==> config.mk <==
export PLATFORM = sky130hd
export DESIGN_NAME = swc_wakeup_ctrl
export DESIGN_NICKNAME = d
export VERILOG_FILES = /design/src/verilog/swc_pkg.sv /design/src/verilog/swc_wakeup_ctrl.sv
export VERILOG_INCLUDE_DIRS = /design/src /design/src/verilog
export SDC_FILE = /design/constraint.sdc
export NUM_CORES = 1
export LEC_CHECK = 0
export ABC_AREA = 0
export BUFFER_PORTS_ARGS = -buffer_cell sky130_fd_sc_hd__buf_2
export CAP_MARGIN = 10
export CORE_MARGIN = 4
export CORE_UTILIZATION = 41
export CTS_CLUSTER_SIZE = 28
export DETAILED_ROUTE_END_ITERATION = 8
export PLACE_DENSITY = 0.7
export SLEW_MARGIN = 20
export SYNTH_ARGS = -nofsm -noshare
export SYNTH_HDL_FRONTEND = slang
export SYNTH_SLANG_ARGS = --single-unit
==> constraint.sdc <==
create_clock -name pclk -period 5.6 [get_ports pclk]
set_clock_uncertainty 0.15 [all_clocks]
set_input_delay 1.12 -clock pclk [delete_from_list [all_inputs] [get_ports pclk]]
set_output_delay 1.12 -clock pclk [all_outputs]
set_load 0.02 [all_outputs]
==> src/verilog/swc_defines.svh <==
// Register indices, field positions, codes and masks of the wakeup control.
`ifndef SWC_DEFINES_SVH
`define SWC_DEFINES_SVH

// Register indices; the APB byte address is four times the index.
`define SWC_ADDR_W       10
`define SWC_IDX_PDC      8'ha4
`define SWC_IDX_WSS      8'ha5
`define SWC_IDX_OMC      8'hae
`define SWC_IDX_PWH      8'hce
`define SWC_IDX_PWL      8'hcf
`define SWC_IDX_IST      8'he0
`define SWC_IDX_IEN      8'he1
`define SWC_IDX_ICL      8'he2

// Reset values and readable masks.
`define SWC_RST8         8'h00
`define SWC_RST3         3'h0
`define SWC_OMC_MASK     8'h07

// Wake source select fields.
`define SWC_F_RADIO      7:6
`define SWC_F_TICK       5:4
`define SWC_F_PIN        3:2
`define SWC_F_MISC       1:0

// Bit positions in the second interrupt enable register.
`define SWC_IEN_RADIO    1
`define SWC_IEN_TICK     5
`define SWC_IEN_PIN      3
`define SWC_IEN_MISC     4

// Operating mode polarity bit and serial slave enable bit.
`define SWC_OMC_POL      2
`define SWC_SPI_EN       0

// Power-down register layout and modes.
`define SWC_PDC_STAT     7:5
`define SWC_PDC_MODE     2:0
`define SWC_MODE_NONE    3'h0
`define SWC_MODE_STANDBY 3'h7

// Status bits inside the power-down flag group.
`define SWC_ST_PIN       2
`define SWC_ST_TICK      1
`define SWC_ST_COMP      0

// Interrupt event bits.
`define SWC_EV_WAKE      0
`define SWC_EV_PIN       1
`define SWC_EV_MISC      2

// Wake pin presence and selectable polarity per package variant.
`define SWC_PMASK_BIG    16'hffff
`define SWC_PMASK_MID    16'h7fff
`define SWC_PMASK_SMALL  16'h007f
`define SWC_POL_BIG      16'h0044
`define SWC_POL_MID      16'h1444
`define SWC_POL_SMALL    16'h0040

`endif

==> src/verilog/swc_pkg.sv <==
// Types shared by the standby wakeup control.
`default_nettype none
package swc_pkg;

  // Wake source field codes.
  typedef enum logic [1:0] {
    SWC_COND   = 2'b00,
    SWC_RSVD   = 2'b01,
    SWC_ALWAYS = 2'b10,
    SWC_IGNORE = 2'b11
  } swc_code_e;

  // Package variants, largest first.
  typedef enum logic [1:0] {
    SWC_PKG_BIG   = 2'b00,
    SWC_PKG_MID   = 2'b01,
    SWC_PKG_SMALL = 2'b10
  } swc_variant_e;

  // Processor clock state.
  typedef enum logic {
    SWC_RUN     = 1'b0,
    SWC_STANDBY = 1'b1
  } swc_state_e;

endpackage
`default_nettype wire

==> src/verilog/swc_wakeup_ctrl.sv <==
// Standby wakeup control with APB register bank and interrupt.
//
// Operation
// - Radio field: 00 if enabled, 10 always, 11 ignore.
// - Tick field: 00 if enabled, 10 always, 11 ignore.
// - Pin field: 00 if enabled, 10 always, 11 ignore.
// - Misc field: 00 if enabled, 10 always, 11 ignore.
// - Wake selections act only during standby.
// - Misc interrupt from oscillator, converter or random unit.
// - Two pin enable registers, reset zero.
// - Pins absent in package never wake.
// - Marked pins selectable polarity, others active high.
// - Enabled serial slave select wakes when low.
// - Polarity bit set makes subset active low.
// - Wake flags pin, tick, comparator clear on read.
`timescale 1ns/10ps
`include "swc_defines.svh"
`default_nettype none

module swc_wakeup_ctrl #(
  parameter swc_pkg::swc_variant_e PKG_VARIANT = swc_pkg::SWC_PKG_BIG
) (
  input  wire logic                   pclk,
  input  wire logic                   presetn,
  input  wire logic                   ce,
  input  wire logic                   psel,
  input  wire logic                   penable,
  input  wire logic                   pwrite,
  input  wire logic [`SWC_ADDR_W-1:0] paddr,
  input  wire logic [31:0]            pwdata,
  output var  logic [31:0]            prdata,
  output logic                        pready,
  output logic                        pslverr,
  input  wire logic [7:0]             irq_enable_second,
  input  wire logic [7:0]             serial_slave_control_first,
  input  wire logic                   serial_slave_select_n,
  input  wire logic [15:0]            wake_pins,
  input  wire logic                   radio_irq,
  input  wire logic                   tick_pulse,
  input  wire logic                   comparator_wake,
  input  wire logic                   fast_crystal_osc_ready,
  input  wire logic                   adc_data_ready,
  input  wire logic                   rng_ready,
  output var  logic                   misc_irq_a,
  output var  logic                   pin_wake_irq,
  output var  logic                   cpu_clk_stop,
  output logic                        irq
);

  // ********************************************************************
  // Elaboration check
  // ********************************************************************

  // The fourth variant code has no pin table behind it.
  if (PKG_VARIANT != swc_pkg::SWC_PKG_BIG &&
      PKG_VARIANT != swc_pkg::SWC_PKG_MID &&
      PKG_VARIANT != swc_pkg::SWC_PKG_SMALL) begin : g_bad_variant
    $error("Unsupported package variant.");
  end

  // ********************************************************************
  // Functions
  // ********************************************************************

  // A source wakes when its code says always, or conditional and enabled.
  // The reserved code is treated as ignore so it can never wake by chance.
  function automatic logic swc_qual(input logic [1:0] code,
                                    input logic       ien,
                                    input logic       ev);
    swc_qual = ev & ((code == swc_pkg::SWC_ALWAYS) |
                     ((code == swc_pkg::SWC_COND) & ien));
  endfunction

  // Word-aligned address match against a register index.
  function automatic logic swc_hit(input logic [`SWC_ADDR_W-1:0] addr,
                                   input logic [7:0]             idx);
    swc_hit = (addr[`SWC_ADDR_W-1:2] == idx) && (addr[1:0] == 2'b00);
  endfunction

  // ********************************************************************
  // Registers
  // ********************************************************************

  logic [7:0]          wss_ff;
  logic [7:0]          pwh_ff;
  logic [7:0]          pwl_ff;
  logic [7:0]          omc_ff;
  logic [2:0]          pd_stat_ff;
  logic [2:0]          pd_mode_ff;
  logic [2:0]          ist_ff;
  logic [2:0]          ien_ff;
  logic                cap_ff;
  swc_pkg::swc_state_e state_ff;

  // ********************************************************************
  // APB decode
  // ********************************************************************

  // Read data is captured in the setup cycle so prdata comes from a flop;
  // the access phase then completes at once while the clock is enabled.
  wire hit_pdc  = swc_hit(paddr, `SWC_IDX_PDC);
  wire hit_wss  = swc_hit(paddr, `SWC_IDX_WSS);
  wire hit_omc  = swc_hit(paddr, `SWC_IDX_OMC);
  wire hit_pwh  = swc_hit(paddr, `SWC_IDX_PWH);
  wire hit_pwl  = swc_hit(paddr, `SWC_IDX_PWL);
  wire hit_ist  = swc_hit(paddr, `SWC_IDX_IST);
  wire hit_ien  = swc_hit(paddr, `SWC_IDX_IEN);
  wire hit_icl  = swc_hit(paddr, `SWC_IDX_ICL);
  wire hit_any  = hit_pdc | hit_wss | hit_omc | hit_pwh | hit_pwl |
                  hit_ist | hit_ien | hit_icl;
  wire setup_w  = ce & psel & ~penable;
  wire done_w   = ce & psel & penable & cap_ff;
  wire wr_w     = done_w & pwrite & hit_any;
  wire rd_w     = done_w & ~pwrite & hit_any;

  assign pready  = psel & penable & ce & cap_ff;
  assign pslverr = pready & ~hit_any;

  // Read selection; reserved bits and the clear register read as zero.
  wire [7:0] rd_mux =
    hit_pdc ? {pd_stat_ff, 2'b00, pd_mode_ff} :
    hit_wss ? wss_ff :
    hit_omc ? (omc_ff & `SWC_OMC_MASK) :
    hit_pwh ? pwh_ff :
    hit_pwl ? pwl_ff :
    hit_ist ? {5'h00, ist_ff} :
    hit_ien ? {5'h00, ien_ff} :
    `SWC_RST8;

  // Write strobes per register.
  wire wr_pdc = wr_w & hit_pdc;
  wire wr_wss = wr_w & hit_wss;
  wire wr_omc = wr_w & hit_omc;
  wire wr_pwh = wr_w & hit_pwh;
  wire wr_pwl = wr_w & hit_pwl;
  wire wr_ien = wr_w & hit_ien;
  wire wr_icl = wr_w & hit_icl;

  // ********************************************************************
  // Pin wakeup
  // ********************************************************************

  // Presence and polarity tables follow the chosen package.
  wire [15:0] pin_mask_w =
    (PKG_VARIANT == swc_pkg::SWC_PKG_MID)   ? `SWC_PMASK_MID :
    (PKG_VARIANT == swc_pkg::SWC_PKG_SMALL) ? `SWC_PMASK_SMALL :
    `SWC_PMASK_BIG;
  wire [15:0] pol_mask_w =
    (PKG_VARIANT == swc_pkg::SWC_PKG_MID)   ? `SWC_POL_MID :
    (PKG_VARIANT == swc_pkg::SWC_PKG_SMALL) ? `SWC_POL_SMALL :
    `SWC_POL_BIG;

  // Enabled pins; bits without a pin are dropped by the mask.
  wire [15:0] pin_en_w  = {pwh_ff, pwl_ff} & pin_mask_w;
  // Only the marked pins invert when the polarity bit is set.
  wire        low_pol_w = omc_ff[`SWC_OMC_POL];
  wire [15:0] pin_lvl_w = wake_pins ^ (pol_mask_w & {16{low_pol_w}});
  // The serial slave select joins as an active-low source when enabled.
  wire        spi_wk_w  = serial_slave_control_first[`SWC_SPI_EN] &
                          ~serial_slave_select_n;
  wire        pin_hit_w = (|(pin_en_w & pin_lvl_w)) | spi_wk_w;

  // ********************************************************************
  // Wake qualification
  // ********************************************************************

  wire standby_w  = (state_ff == swc_pkg::SWC_STANDBY);
  wire wk_radio_w = swc_qual(wss_ff[`SWC_F_RADIO],
                    irq_enable_second[`SWC_IEN_RADIO], radio_irq);
  wire wk_tick_w  = swc_qual(wss_ff[`SWC_F_TICK],
                    irq_enable_second[`SWC_IEN_TICK], tick_pulse);
  wire wk_pin_w   = swc_qual(wss_ff[`SWC_F_PIN],
                    irq_enable_second[`SWC_IEN_PIN], pin_wake_irq);
  wire wk_misc_w  = swc_qual(wss_ff[`SWC_F_MISC],
                    irq_enable_second[`SWC_IEN_MISC], misc_irq_a);
  // Selections matter only while the processor clock is stopped.
  wire wake_w     = standby_w & (wk_radio_w | wk_tick_w |
                    wk_pin_w | wk_misc_w);

  // Entering any power-down mode is a write with a nonzero mode.
  wire [2:0] wr_mode_w = pwdata[`SWC_PDC_MODE];
  wire enter_pd_w = wr_pdc & (wr_mode_w != `SWC_MODE_NONE);
  wire enter_sb_w = wr_pdc & (wr_mode_w == `SWC_MODE_STANDBY);

  // ********************************************************************
  // Next values
  // ********************************************************************

  // Standby ends on a qualified wake; it is entered only from run.
  swc_pkg::swc_state_e nxt_state;
  assign nxt_state =
    (standby_w & wake_w) ? swc_pkg::SWC_RUN :
    (~standby_w & enter_sb_w) ? swc_pkg::SWC_STANDBY :
    state_ff;

  // Wake flags: a read or a power-down entry clears, a new wake wins.
  wire [2:0] pd_set_w = {standby_w & wk_pin_w, standby_w & wk_tick_w,
                         comparator_wake};
  wire       pd_clr_w = (rd_w & hit_pdc) | enter_pd_w;
  wire [2:0] nxt_pd_stat = (pd_clr_w ? `SWC_RST3 : pd_stat_ff) |
                           pd_set_w;
  wire [2:0] nxt_pd_mode = wr_pdc ? wr_mode_w : pd_mode_ff;

  // Interrupt events; a clear in the same cycle as an event loses.
  wire [2:0] ev_w;
  assign ev_w[`SWC_EV_WAKE] = wake_w;
  assign ev_w[`SWC_EV_PIN]  = pin_wake_irq;
  assign ev_w[`SWC_EV_MISC] = misc_irq_a;
  wire [2:0] icl_w   = wr_icl ? pwdata[2:0] : `SWC_RST3;
  wire [2:0] nxt_ist = (ist_ff & ~icl_w) | ev_w;

  assign irq = |(ist_ff & ien_ff);

  // ********************************************************************
  // Flip-flops
  // ********************************************************************

  // Software registers.
  always_ff @(posedge pclk or negedge presetn) begin
    if (!presetn) begin
      wss_ff <= `SWC_RST8;
      pwh_ff <= `SWC_RST8;
      pwl_ff <= `SWC_RST8;
      omc_ff <= `SWC_RST8;
      ien_ff <= `SWC_RST3;
    end else if (ce) begin
      if (wr_wss) wss_ff <= pwdata[7:0];
      if (wr_pwh) pwh_ff <= pwdata[7:0];
      if (wr_pwl) pwl_ff <= pwdata[7:0];
      if (wr_omc) omc_ff <= pwdata[7:0] & `SWC_OMC_MASK;
      if (wr_ien) ien_ff <= pwdata[2:0];
    end
  end

  // Block state and flags.
  always_ff @(posedge pclk or negedge presetn) begin
    if (!presetn) begin
      state_ff   <= swc_pkg::SWC_RUN;
      pd_stat_ff <= `SWC_RST3;
      pd_mode_ff <= `SWC_RST3;
      ist_ff     <= `SWC_RST3;
    end else if (ce) begin
      state_ff   <= nxt_state;
      pd_stat_ff <= nxt_pd_stat;
      pd_mode_ff <= nxt_pd_mode;
      ist_ff     <= nxt_ist;
    end
  end

  // Interrupt lines and clock stop, registered to keep them glitch free.
  always_ff @(posedge pclk or negedge presetn) begin
    if (!presetn) begin
      misc_irq_a   <= 1'b0;
      pin_wake_irq <= 1'b0;
      cpu_clk_stop <= 1'b0;
    end else if (ce) begin
      misc_irq_a   <= fast_crystal_osc_ready | adc_data_ready |
                      rng_ready;
      pin_wake_irq <= pin_hit_w;
      cpu_clk_stop <= (nxt_state == swc_pkg::SWC_STANDBY);
    end
  end

  // Read capture in the setup cycle, released when the transfer ends.
  always_ff @(posedge pclk or negedge presetn) begin
    if (!presetn) begin
      prdata <= 32'h0000_0000;
      cap_ff <= 1'b0;
    end else if (ce) begin
      if (setup_w) prdata <= {24'h00_0000, rd_mux};
      cap_ff <= setup_w | (cap_ff & ~done_w);
    end
  end
endmodule
`default_nettype wire

[After elaboration in Yosys (flattened, before gate mapping)]
Cells that the tools add are included.
Operators by class
  add/subtract/negate cells: 0
  multiply operators: 0
  divide/modulo/power cells: 0
  magnitude comparators: 0
  equal/unequal tests: 13
  shifts and indexed selects: 0
  multiplexer cells: 11
  bitwise gates (word level): 69
  reductions and logical operators: 25
Operators by type and width (count)
  8-bit equality test (second input constant): 8
  8-bit two-way mux: 5
  1-bit bitwise AND: 37
  1-bit bitwise OR: 19
  16-bit bitwise AND: 1
  2-bit AND reduction: 8
  16-bit OR reduction: 1
  16-bit by 7-bit bitwise XOR with 16-bit output: 1
  3-bit two-way mux: 4
  2-bit zero test: 5
  2-bit equality test (second input constant): 4
  1-bit logical AND: 8
  3-bit bitwise AND: 2
  1-bit inverter: 6
  3-bit bitwise OR: 2
  3-bit equality test (second input constant): 1
  3-bit inverter: 1
  3-bit nonzero test: 1
  3-bit OR reduction: 1
  1-bit two-way mux: 2
  2-bit nonzero test: 1
Storage, ports and cells
  register bits: 51
  latch bits: 0
  RAM bits: 0
  ROM bits: 0
  output and inout port bits: 38
  logic and storage cells: 131
  memories: 0

[Longest topological paths before layout]
Gate-level depths: netlist of run 1.
  word-level depth: 15
  gate-level depth with buffers: 6
  gate-level depth less buffers: 5

[Worst setup path after synthesis of run 1]
No wires, ideal clock.
  kind: in2out
  start: in paddr[2]
  end: out pslverr
  arrival: 2.459 ns
  path slack: 1.871 ns
  stages: 5
  cell sequence: buf_2 buf_2 buf_2 o22ai_1 a211oi_1
Between the ends
  cells in the longest elaborated chain, start to end: 11
Ends and longest elaborated chain
  from (decl): RTL line swc_wakeup_ctrl.sv:29  | input wire logic [`SWC_ADDR_W-1:0] paddr,
  8-bit equality test: RTL line swc_wakeup_ctrl.sv:77  | swc_hit = (addr[`SWC_ADDR_W-1:2] == idx) && (addr[1:0] == 2'b00);
  1-bit logical AND: RTL line swc_wakeup_ctrl.sv:77
  1-bit bitwise OR (5 in series): RTL line swc_wakeup_ctrl.sv:109  | wire hit_any = hit_pdc | hit_wss | hit_omc | hit_pwh | hit_pwl |
  1-bit bitwise OR: RTL line swc_wakeup_ctrl.sv:110  | hit_ist | hit_ien | hit_icl;
  1-bit bitwise OR *: RTL line swc_wakeup_ctrl.sv:110
  1-bit inverter *: RTL line swc_wakeup_ctrl.sv:117  | assign pslverr = pready & ~hit_any;
  1-bit bitwise AND *: RTL line swc_wakeup_ctrl.sv:117
  to (decl): RTL line swc_wakeup_ctrl.sv:33  | output logic pslverr,
Mark *: on every way between the ends. The rest lies on a longest branch, timed or not.

[Final worst setup path of run 1]
Same ends and word-level chain as after synthesis.

==> results of run 1 <==
-- sequential cells by signal (all words and copies together), names as in the netlist, named ones only --
signal and flops:
prdata 8, omc_ff 3, ist_ff 3, misc_irq_a 1, wss_ff 8, pwh_ff 8, pd_mode_ff 3, pin_wake_irq 1
pwl_ff 8, pd_stat_ff 3, ien_ff 3, cpu_clk_stop 1
-- cells by family (layout without fill, tap and decap cells) --
| family | count (synthesis) | after routing | share of synthesized area [%] |
|---|---|---|---|
| multiplexers | 46 | 46 | 18.0 |
| AND/OR/NAND/NOR | 76 | 76 | 16.0 |
| buffers and inverters | 44 | 80 | 9.02 |
| flip-flops | 51 | 51 | 42.8 |
| XOR/XNOR | 2 | 2 | 0.587 |
| AO/OA/AOI/OAI | 54 | 54 | 13.5 |
| other | 1 | 24 | 0.126 |
-- stage by stage --
step | total power [uW] | hold WS, ps | cell area (sq um)
after global placement | 488 | 310 | 3280
final | 732 | 338 | 3380
after detailed placement | 488 | 322 | 3280
after CTS | 737 | 342 | 3380
after floorplan | 456 | 295 | 3070
after global routing | 764 | 363 | 3380
-- worst min-delay path by stage --
stage	startpoint	to	slack (ps)	cells after the start
final	pd_stat_ff[1]$_DFFE_PN0P_	pd_stat_ff[1]$_DFFE_PN0P_	340	1
after global routing	pd_stat_ff[2]$_DFFE_PN0P_	pd_stat_ff[2]$_DFFE_PN0P_	360	1
after CTS	pd_stat_ff[1]$_DFFE_PN0P_	pd_stat_ff[1]$_DFFE_PN0P_	340	1
after detailed placement	flop	flop	320	2
after global placement	flop	flop	310	2
after floorplan	flop	flop	300	2
-- area by class of cell --
class,instances,area [sq um]
clock buffer,6,72.6
clock inverter,1,30.0
fill,658,3560
inverter,7,26.3
multi-input combinational,202,1520
sequential,51,1280
tap,96,120
timing repair buffer,66,333
-- power breakdown --
part	switching, uW	internal, uW
clock	119	131
sequential	4.95	375
combinational	67.7	34.2
total	191	540
-- placed cells by master, fill, tap and decap left out, types with 3 or more instances in the layout --
master / count
sky130_fd_sc_hd__mux2_2: 28
sky130_fd_sc_hd__o22a_1: 6
sky130_fd_sc_hd__a22o_1: 5
sky130_fd_sc_hd__nand2_1: 16
sky130_fd_sc_hd__mux2_4: 8
sky130_fd_sc_hd__nor2b_1: 4
sky130_fd_sc_hd__and3_1: 3
sky130_fd_sc_hd__nand4_1: 10
sky130_fd_sc_hd__buf_2: 65
sky130_fd_sc_hd__a22oi_1: 3
sky130_fd_sc_hd__nand2b_1: 3
sky130_fd_sc_hd__o21ai_0: 7
sky130_fd_sc_hd__mux2i_1: 10
sky130_fd_sc_hd__nor2_1: 11
sky130_fd_sc_hd__nor4b_1: 4
sky130_fd_sc_hd__o31ai_1: 3
sky130_fd_sc_hd__clkbuf_8: 5
sky130_fd_sc_hd__a21o_1: 3
sky130_fd_sc_hd__a21oi_1: 6
sky130_fd_sc_hd__dfrtp_1: 51
sky130_fd_sc_hd__conb_1: 24
sky130_fd_sc_hd__nand3_1: 7
sky130_fd_sc_hd__inv_1: 7
-- routing by layer --
metal,routed length [um],up-vias,share of wire (%)
met5,0,-,0
li1,-,1088,-
met2,3580,102,47
met4,67,0,0.89
met3,621,7,8.2
met1,3300,1157,44
==> results.txt, run 1 <==
The most frequently used flop master after synthesis is sky130_fd_sc_hd__dfrtp_1. At the pin with the least slew margin, the transition time is 722 ps. The fraction of synthesis flops using an asynchronous set or reset pin was 100%; the arrival time at the worst endpoint was 2720 ps. The number of failing setup endpoints in the final timing report is 0. The class of the most critical hold timing path was flop to flop. By instance count, the leading cell after synthesis is sky130_fd_sc_hd__dfrtp_1. TritonCTS built the clock tree. The worst register-to-register path has a setup slack of 3270 ps. The commonest cells after synthesis are 51 x sky130_fd_sc_hd__dfrtp_1, 28 x sky130_fd_sc_hd__mux2_2, 26 x sky130_fd_sc_hd__buf_4.

Clock tree synthesis found a total of 51 sinks. Setup total negative slack on the finished layout was measured at 0 ps. The run gives 27.3% as the met2 usage. The tools report the count of unique library cells instantiated by Yosys as 56.

Synthesis produced 274 cells. The number of synthesized register bits works out to 51. Max-cap violations in this run came to 0. The post-synthesis sequential area ratio was 42.8%; the final setup slack of the worst path was 1610 ps. For the maximum vdd ir drop, the log shows 0.126 mV. The reported leakage power is 0.00170 uW, and the placeable core region is 0.00694 sq mm.

For this design the top-level I/O count stands at 125. The number of buffer and inverter stages on the critical path was 3. In this run the biggest area consumer among cell types represents 42.8% of the synthesized area. The flow ran to the end, and the final reports show no timing, DRC or antenna violations. Routability-driven placement finished with a final weighted congestion of 0.889. The tools report the end point of the critical path as pslverr.

The global routing met1 resource utilization was 24.1%. The layer flagged by global routing as most heavily used is met2. In the post-synthesis netlist, the biggest area contributors are sky130_fd_sc_hd__dfrtp_1 43%, sky130_fd_sc_hd__mux2_2 11%, sky130_fd_sc_hd__buf_4 6.5%. The tree is rooted in a sky130_fd_sc_hd__clkbuf_8. For this configuration, the core starts out at a cell density of 43.0%.

Cells fill 48.7% of the core in the end. Clock latency on the worst-skew pair, taken at its later pin, is 300 ps. Cell family with the largest share of critical-path delay: buffers and inverters. The power density relative to cell area was 216 mW/mm^2; the maximum count of clock buffers along a single path was 2. Global-route wire length before repair: 11.9 mm.

In this run the worst setup path begins at paddr[2]. For the met3 usage, the log shows 4.34%. Post-CTS timing repair inserted 0 buffers for setup.

The logs give 0 for the final antenna-violating net count and 4330 ps for the worst endpoint required time. The via-per-instance ratio was 5.49; the number of buffers inserted by port buffering was 65. For the post-detailed-placement half-perimeter wirelength, the log shows 5.73 mm. The tools report the end of the worst register-to-register path as wss_ff[7]$_DFFE_PN0P_.

The maximum level of the CTS H-tree is 2, and the post-synthesis to final-layout area growth is 13.4%. The worst-path cell with the longest stage delay was sky130_fd_sc_hd__buf_2. After floorplanning, the core was divided into 30 placement rows. The logs give 0 for the count of inserted antenna diode cells and 0.00870 sq mm for the full die area.

Number of DRC markers in iteration 0: 186. The count of TritonRoute iterations in the first routing pass is 4, and the number of standard cells in the final layout excluding fillers is 429. The largest single stage delay on the critical path is 550 ps. From left edge to right edge, the die measures 93.3 um. Setup repair after global routing left no endpoint under its margin. In the routed design, unresolved DRC markers number 0. Of all nets on the critical path, the largest fanout is 32. The number of hold buffers added after CTS was 0. Global routing used 17.4% of the available tracks. Logic depth of the worst setup path including buffers: 6. The number of gates resized after cts was 0.

Yosys printed 0 warnings. The type of element launching the critical path was an input pin. The startpoint-to-endpoint class of the critical path is input pin to output port. In this run the tightest slew margin relative to its limit is 51.9%.

The number of global-route vias before repair was 2364. The final critical-path share of the clock period came out at 71.3%. The mean cell area of the mapped netlist works out to 10.9 sq um. The post-synthesis cell area is 0.00298 sq mm, and the layout net count is 420.

Timing analysis after detailed placement gives a worst setup slack of 1580 ps. Of all cell types, the one taking the most synthesized area is sky130_fd_sc_hd__dfrtp_1. Yosys mapped a number of flops with a built-in enable equal to 0. The number of endpoints with negative hold slack in the final report was 0. The run gives 0 as the number of pins with negative max-slew slack in the final report.

Detailed routing inserted a total of 2354 vias. The tools report the maximum number of pins on one net before global-route repair as 52. The depth of the worst register-to-register path is 5. The remaining global-route overflow was 0; the highest clock frequency the design can meet was 0.250 GHz. In the final layout, the share of cells above drive strength 1 is 34.2%. The number of buffers added by the clock tree synthesis step is 5, and the average detailed-routed wire length per instance is 17.6 um.

After clock tree synthesis, the clock-pin slew on the worst setup and hold paths is 80 ps. The cell occurring most often along the worst timing path is sky130_fd_sc_hd__buf_2. The worst setup path is captured at an output port. The height of the die was 93.3 um; the time the worst path needs with I/O delays and setup was 3990 ps. For the number of antenna violations at the first check in global routing, the log shows 0. Summed over all layers, the routed wires come to 7.56 mm. The number of placed instances, taps included, is 422. The critical path goes through buf_2, inv_1, a21boi_0, o22ai_1, a211oi_1, buf_2.
(Power assumes the default switching activity.)
==> inputs of run 2 (changes only) <==
Clock period 5.6 ns to 3.95 ns, I/O delays scaled along.
==> results.txt, run 2 (synthesis results as in run 1) <==
The number of buffers added by the clock tree synthesis step was 5; the number of antenna violations at the first check in global routing was 0. For the DRC violations left, the log shows 0. The via-per-instance ratio was 5.48; the time the worst path needs with I/O delays and setup was 2950 ps. The global routing met1 resource utilization was 24.6%; the post-detailed-placement half-perimeter wirelength was 5.73 mm.

The final antenna-violating net count is 0, and the worst-margin pin slew is 760 ps. The number of antenna diodes in the final layout is 0. The clock edge transition at the registers on the reported setup and hold paths is 100 ps. At the later pin of the worst-skew pair, clock insertion delay measures 300 ps.

The global routing's busiest layer is met2. The total detailed-routing wirelength came out at 7.52 mm. Setup repair after global routing left no endpoint under its margin. Startpoint-to-endpoint class of the critical path: input pin to output port. TritonCTS built the clock tree. Most common cell after layout, fill and taps aside: sky130_fd_sc_hd__buf_2.

Met3 usage: 4.10%. The path class of the tightest hold or removal check is flop to flop. The tools report the accumulated negative setup slack as 0 ps. Walking the worst path, the cells encountered are buf_2, nor4b_4, nand2_1, nor2_1, a211oi_1, buf_2.

The slowest stage of the critical path is the sky130_fd_sc_hd__nor4b_4 cell. Cell occurring most often along the worst timing path: sky130_fd_sc_hd__buf_2. The library cells used most frequently in the layout, excluding fill and tap cells, are 65 x sky130_fd_sc_hd__buf_2, 51 x sky130_fd_sc_hd__dfrtp_1, 28 x sky130_fd_sc_hd__mux2_2.

The delay of the slowest critical-path stage was 490 ps; the hold buffer count at CTS was 0. Power density relative to cell area: 306 mW/mm^2. The final estimated routing congestion in global placement is 0.936, and the number of buffers inserted by port buffering is 65.

For this run, global-route usage on met2 was measured as 28.2%. The count of boundary I/O pins was 125; the final critical-path share of the clock period was 74.6%. The number of pins with negative max-slew slack in the final report is 0, and the average detailed-routed wire length per instance is 17.4 um.

The fraction of final layout cells with drive strength greater than 1 was 35.3%. The number of global-route vias before repair is 2330, and the number of buffer and inverter stages on the critical path is 2. In this run the worst path has a maximum fanout of 9.

The chip width was 93.3 um. The max-slew headroom at the worst pin is 49.3%. The capturing element type of the critical path was an output port.

Maximum vdd ir drop: 0.208 mV. The first detailed-routing pass took 5 iterations. The number of endpoints with negative hold slack in the final report was 0; the remaining global-route overflow was 0. Entering global routing, the biggest net connects 34 pins.

The tools report the reported leakage power as 0.00172 uW. The overall routing resource usage is 17.6%, and the number of gates resized after cts is 0. No sink is reached through more buffers than the 2 on the longest clock path. Counting tap cells, the placed design contains a total of 425 instances. In this run the vertical extent of the chip is 93.3 um. The flow ran to the end, and the final reports show no timing, DRC or antenna violations.

The type of element launching the critical path was an input pin. Setup violations remaining at the end of the flow were counted as 0. The routed layout has 2374 vias. The logs give 3010 ps for the worst endpoint required time and 0.00694 sq mm for the placeable core region.

Data on the critical path arrives at its endpoint at 2010 ps. The logs give 433 for the number of standard cells in the final layout excluding fillers and 43.0% for the starting density of the core. Once the clock tree was built, the setup fixing pass inserted 0 buffers.

The clock root buffer is sky130_fd_sc_hd__clkbuf_8. The first global-routing pass estimated 12.0 mm of wire. Cell row count: 30.

The number of DRC markers in iteration 0 came out at 130. The clock net in this run drives a total of 51 sinks. Max-cap violations in this run came to 0. The maximum level of the CTS H-tree came out at 2. On the critical path the largest part of the delay comes from simple AND/OR/NAND/NOR gates. Layout net count: 423.

Post-synthesis to final-layout area growth: 14.5%. The die covers 0.00870 sq mm. Timing would allow up to 0.339 GHz.
-- run 2: cell count changes in the layout (fill, tap and decap cells not counted) --
cell                       change
sky130_fd_sc_hd__clkinv_2      +1
sky130_fd_sc_hd__clkbuf_1      -1
sky130_fd_sc_hd__clkinv_4      +1
sky130_fd_sc_hd__buf_4         +3
-- run 2: layout make-up --
type | instances | area (sq um)
inverters | 7 | 26.3
repair buffers | 69 | 355
flip-flops and latches | 51 | 1280
fillers | 674 | 3530
multi-input cells | 202 | 1520
clock buffers | 5 | 68.8
clock inverters | 3 | 43.8
well taps | 96 | 120
-- run 2: metal layers --
metal,routed length (um),share of wire [%]
met5,0,0
met4,19,0.25
met3,714,9.5
met2,3550,47
met1,3230,43
-- run 2: worst paths after layout --
check                      slack [ps]                  start                    end  depth (start not counted)
max                              1000               paddr[6]                pslverr                          6
max reg2reg                      1620                   flop  wss_ff[2]$_DFFE_PN0P_                          5
min in group asynchronous         400                presetn  pwh_ff[4]$_DFFE_PN0P_                          1
min                               340  prdata[3]$_DFFE_PN0P_  prdata[3]$_DFFE_PN0P_                          2
max in group asynchronous        2500                presetn  wss_ff[2]$_DFFE_PN0P_                          2
min reg2reg                       340  prdata[3]$_DFFE_PN0P_  prdata[3]$_DFFE_PN0P_                          2
-- run 2: report_power, final --
part / total [uW] / internal (uW) / leakage (uW) / switching [uW]
registers: 538 / 532 / 0.000677 / 6.83
clock network: 360 / 189 / 0.0000581 / 171
logic: 146 / 49.3 / 0.000985 / 96.5
total: 1040 / 770 / 0.00172 / 275
-- run 2: metrics by stage --
step / hold slack (ps) / instance area (sq um) / utilization (%) / setup WS [ps] / power [uW]
6_report: 341 / 3410 / 49.2 / 1000 / 1040
5_1_grt: 352 / 3410 / 49.2 / 904 / 1100
4_1_cts: 341 / 3410 / 49.2 / 1020 / 1050
3_5_place_dp: 318 / 3300 / 47.5 / 919 / 694
3_3_place_gp: 311 / 3300 / 47.5 / 918 / 693
2_1_floorplan: 295 / 3070 / - / 881 / 647
-- run 2: tightest hold or removal path: stages, from the launching register on --
cell	delay [ps]
sky130_fd_sc_hd__dfrtp_1	350
sky130_fd_sc_hd__nand2_1	50
sky130_fd_sc_hd__o21ai_0	60
==> inputs of run 3 (changes only) <==
Settings changed: PLACE_DENSITY 0.7 to 0.73.
Clock period 3.95 ns to 2.5 ns, I/O delays scaled along.
==> results.txt, run 3 (synthesis results as in run 1) <==
The run finished with clean final reports. Power spread over the standard cell area amounts to 459 mW/mm^2. In this run the register-to-register setup slack is 540 ps. The floorplan step set the die width to 93.3 um. Entering global routing, the biggest net connects 52 pins. For the worst endpoint required time, the log shows 1850 ps. The overall routing resource usage is 18.1%.

The largest individual stage delay along the critical path comes from the cell sky130_fd_sc_hd__and2b_1. Of the cells placed in the final design, the portion with a size suffix greater than 1 is 36.9%. The root buffer cell chosen for the clock tree is sky130_fd_sc_hd__clkbuf_8. The logs give 0.00349 sq mm for the final instance area and 0 for the DRC violations left. Maximum count of clock buffers along a single path: 2.

The worst-margin pin slew is 646 ps. Routability-driven placement finished with a final weighted congestion of 0.912. TritonCTS built the clock tree. The hold buffer count at CTS is 0, and the max-cap violation count is 0. The core region is 0.00694 sq mm.

Compared with the post-synthesis result, the final layout area differs by 17.0%. The number of global-route vias before repair was 2441. The logs give 12.5 mm for the global-route wire length before repair and 0 for the number of gates resized after cts. Total power consumption of the routed design: 1600 uW.

The type of element launching the critical path was an input pin. The maximum level of the CTS H-tree was 2; the number of buffers added by the clock tree synthesis step was 5. For this design the top-level I/O count stands at 125. Dividing the detail-routed wire length by the instance count gives 17.2 um.

After detailed placement, the design holds a cell count of 435. The total detailed-routing wirelength was 7.63 mm. The worst path uses 93.4% of the clock period. For the worst setup path, the data arrival time is 1690 ps. The startpoint-to-endpoint class of the critical path was input pin to output port. The tools report the end of the worst register-to-register path as wss_ff[4]$_DFFE_PN0P_.

Once detail routing completed, the nets flagged for antenna violations numbered 0. Leaving out fill and tap cells, the most frequent cells in the layout are 65 x sky130_fd_sc_hd__buf_2, 51 x sky130_fd_sc_hd__dfrtp_1, 28 x sky130_fd_sc_hd__mux2_2. The delay of the slowest critical-path stage came out at 270 ps. During placement, the flow inserted port buffers numbering 65. For this block, the via count after detailed routing is 2411. The signal on the critical path passes through buf_2, and2b_1, a21boi_0, o22ai_1, a211oi_1, buf_2. The run gives 0.00870 sq mm as the full die area. The floorplan has 30 rows. The maximum vdd ir drop is 0.252 mV, and the number of antenna violations at the first check in global routing is 0.

The worst-path maximum fanout was 7. The cell occurring most often along the worst timing path is sky130_fd_sc_hd__buf_2. The wire-length estimate of the detail-placed layout is 5.91 mm. STA classifies the critical path endpoint as an output port. For the max-slew headroom at the worst pin, the log shows 56.9%. For the highest clock frequency the design can meet, the log shows 0.428 GHz. The clock edge transition at the registers on the reported setup and hold paths came out at 90 ps.

Setup repair after global routing left no endpoint under its margin. The logs give 0.00177 uW for the reported leakage power and 0.00339 sq mm for the total cell area at the placement stage. The number of pins with negative max-slew slack in the final report was 0; the time the worst path needs with I/O delays and setup was 2340 ps. Final hold analysis gives a worst-case slack of 159 ps. Using the TritonRoute via totals, the vias-per-cell ratio works out to 5.44. After the flow finishes, the layout carries non-filler instances totaling 443. Adding up every negative setup slack in the final design gives 0 ps. The logs give 0 for the number of endpoints with negative hold slack in the final report and 4 for the count of TritonRoute iterations in the first routing pass. The insertion delay of the later-clocked pin in the worst-skew pair was 300 ps. The class of the most critical hold timing path is input pin to asynchronous set/reset pin. The number of sinks handled by clock tree synthesis is 51. The number of setup buffers added after CTS is 0.

Leaving out fill and tap cells, the most frequent cell in the layout is sky130_fd_sc_hd__buf_2. 0 antenna diodes ended up in the layout. Measured in cells, the most critical reg-to-reg path has a length of 6. The height of the die came out at 93.3 um.

For this run the aggregate overflow at the end of global routing stands at 0. Setup violations remaining at the end of the flow were counted as 0. The number of DRC markers in iteration 0 was 113. The tools report the starting density of the core as 43.0%. At the end of the flow, the number of nets in the layout was 433.
## run 3: changes by cell type in the layout (fill, tap and decap cells not counted), sizes merged
cell    previous run  this run
clkbuf             5         8
clkinv             2         0
bufinv             1         0
buf               69        79
## run 3: power breakdown
part	total (uW)	internal (uW)	switching [uW]
registers	851	840	11.1
logic	237	83.4	154
clock network	512	253	259
total	1600	1180	424
## run 3: area by class of cell
type	instances	area (sq um)
multi-input cells	202	1520
clock buffers	8	100
well taps	96	120
fillers	670	3450
inverters	7	26.3
repair buffers	79	443
flip-flops and latches	51	1280
## run 3: per-layer routing
layer | share of wire [%] | wire, um | track usage (%)
met5 | 0 | 0 | 0
met4 | 0.50 | 38 | 3.17
met3 | 7.0 | 536 | 2.98
met2 | 48 | 3680 | 29.8
met1 | 44 | 3370 | 25.4
## run 3: worst max-delay path by stage
stage,depth (start not counted),startpoint,end
finish,6,paddr[8],pslverr
global route,6,paddr[8],pslverr
CTS,7,paddr[6],pslverr
detailed placement,6,paddr[8],pd_stat_ff[2]$_DFFE_PN0P_
global placement,6,paddr[8],pd_stat_ff[0]$_DFFE_PN0P_
floorplan,5,paddr[2],pslverr
## run 3: critical path: cells and delay by family
family | cells | cell delay [ps]
and+or+nand+nor | 1 | 270
buffers and inverters | 2 | 350
AOI/OAI and AO/OA | 3 | 550
## run 3: metrics by stage
step / util [%] / setup WS, ps
CTS: 50.3 / 176
floorplan: - / 10.9
global route: 50.3 / 20.3
finish: 50.3 / 164
global placement: 48.8 / 137
detailed placement: 48.8 / 112
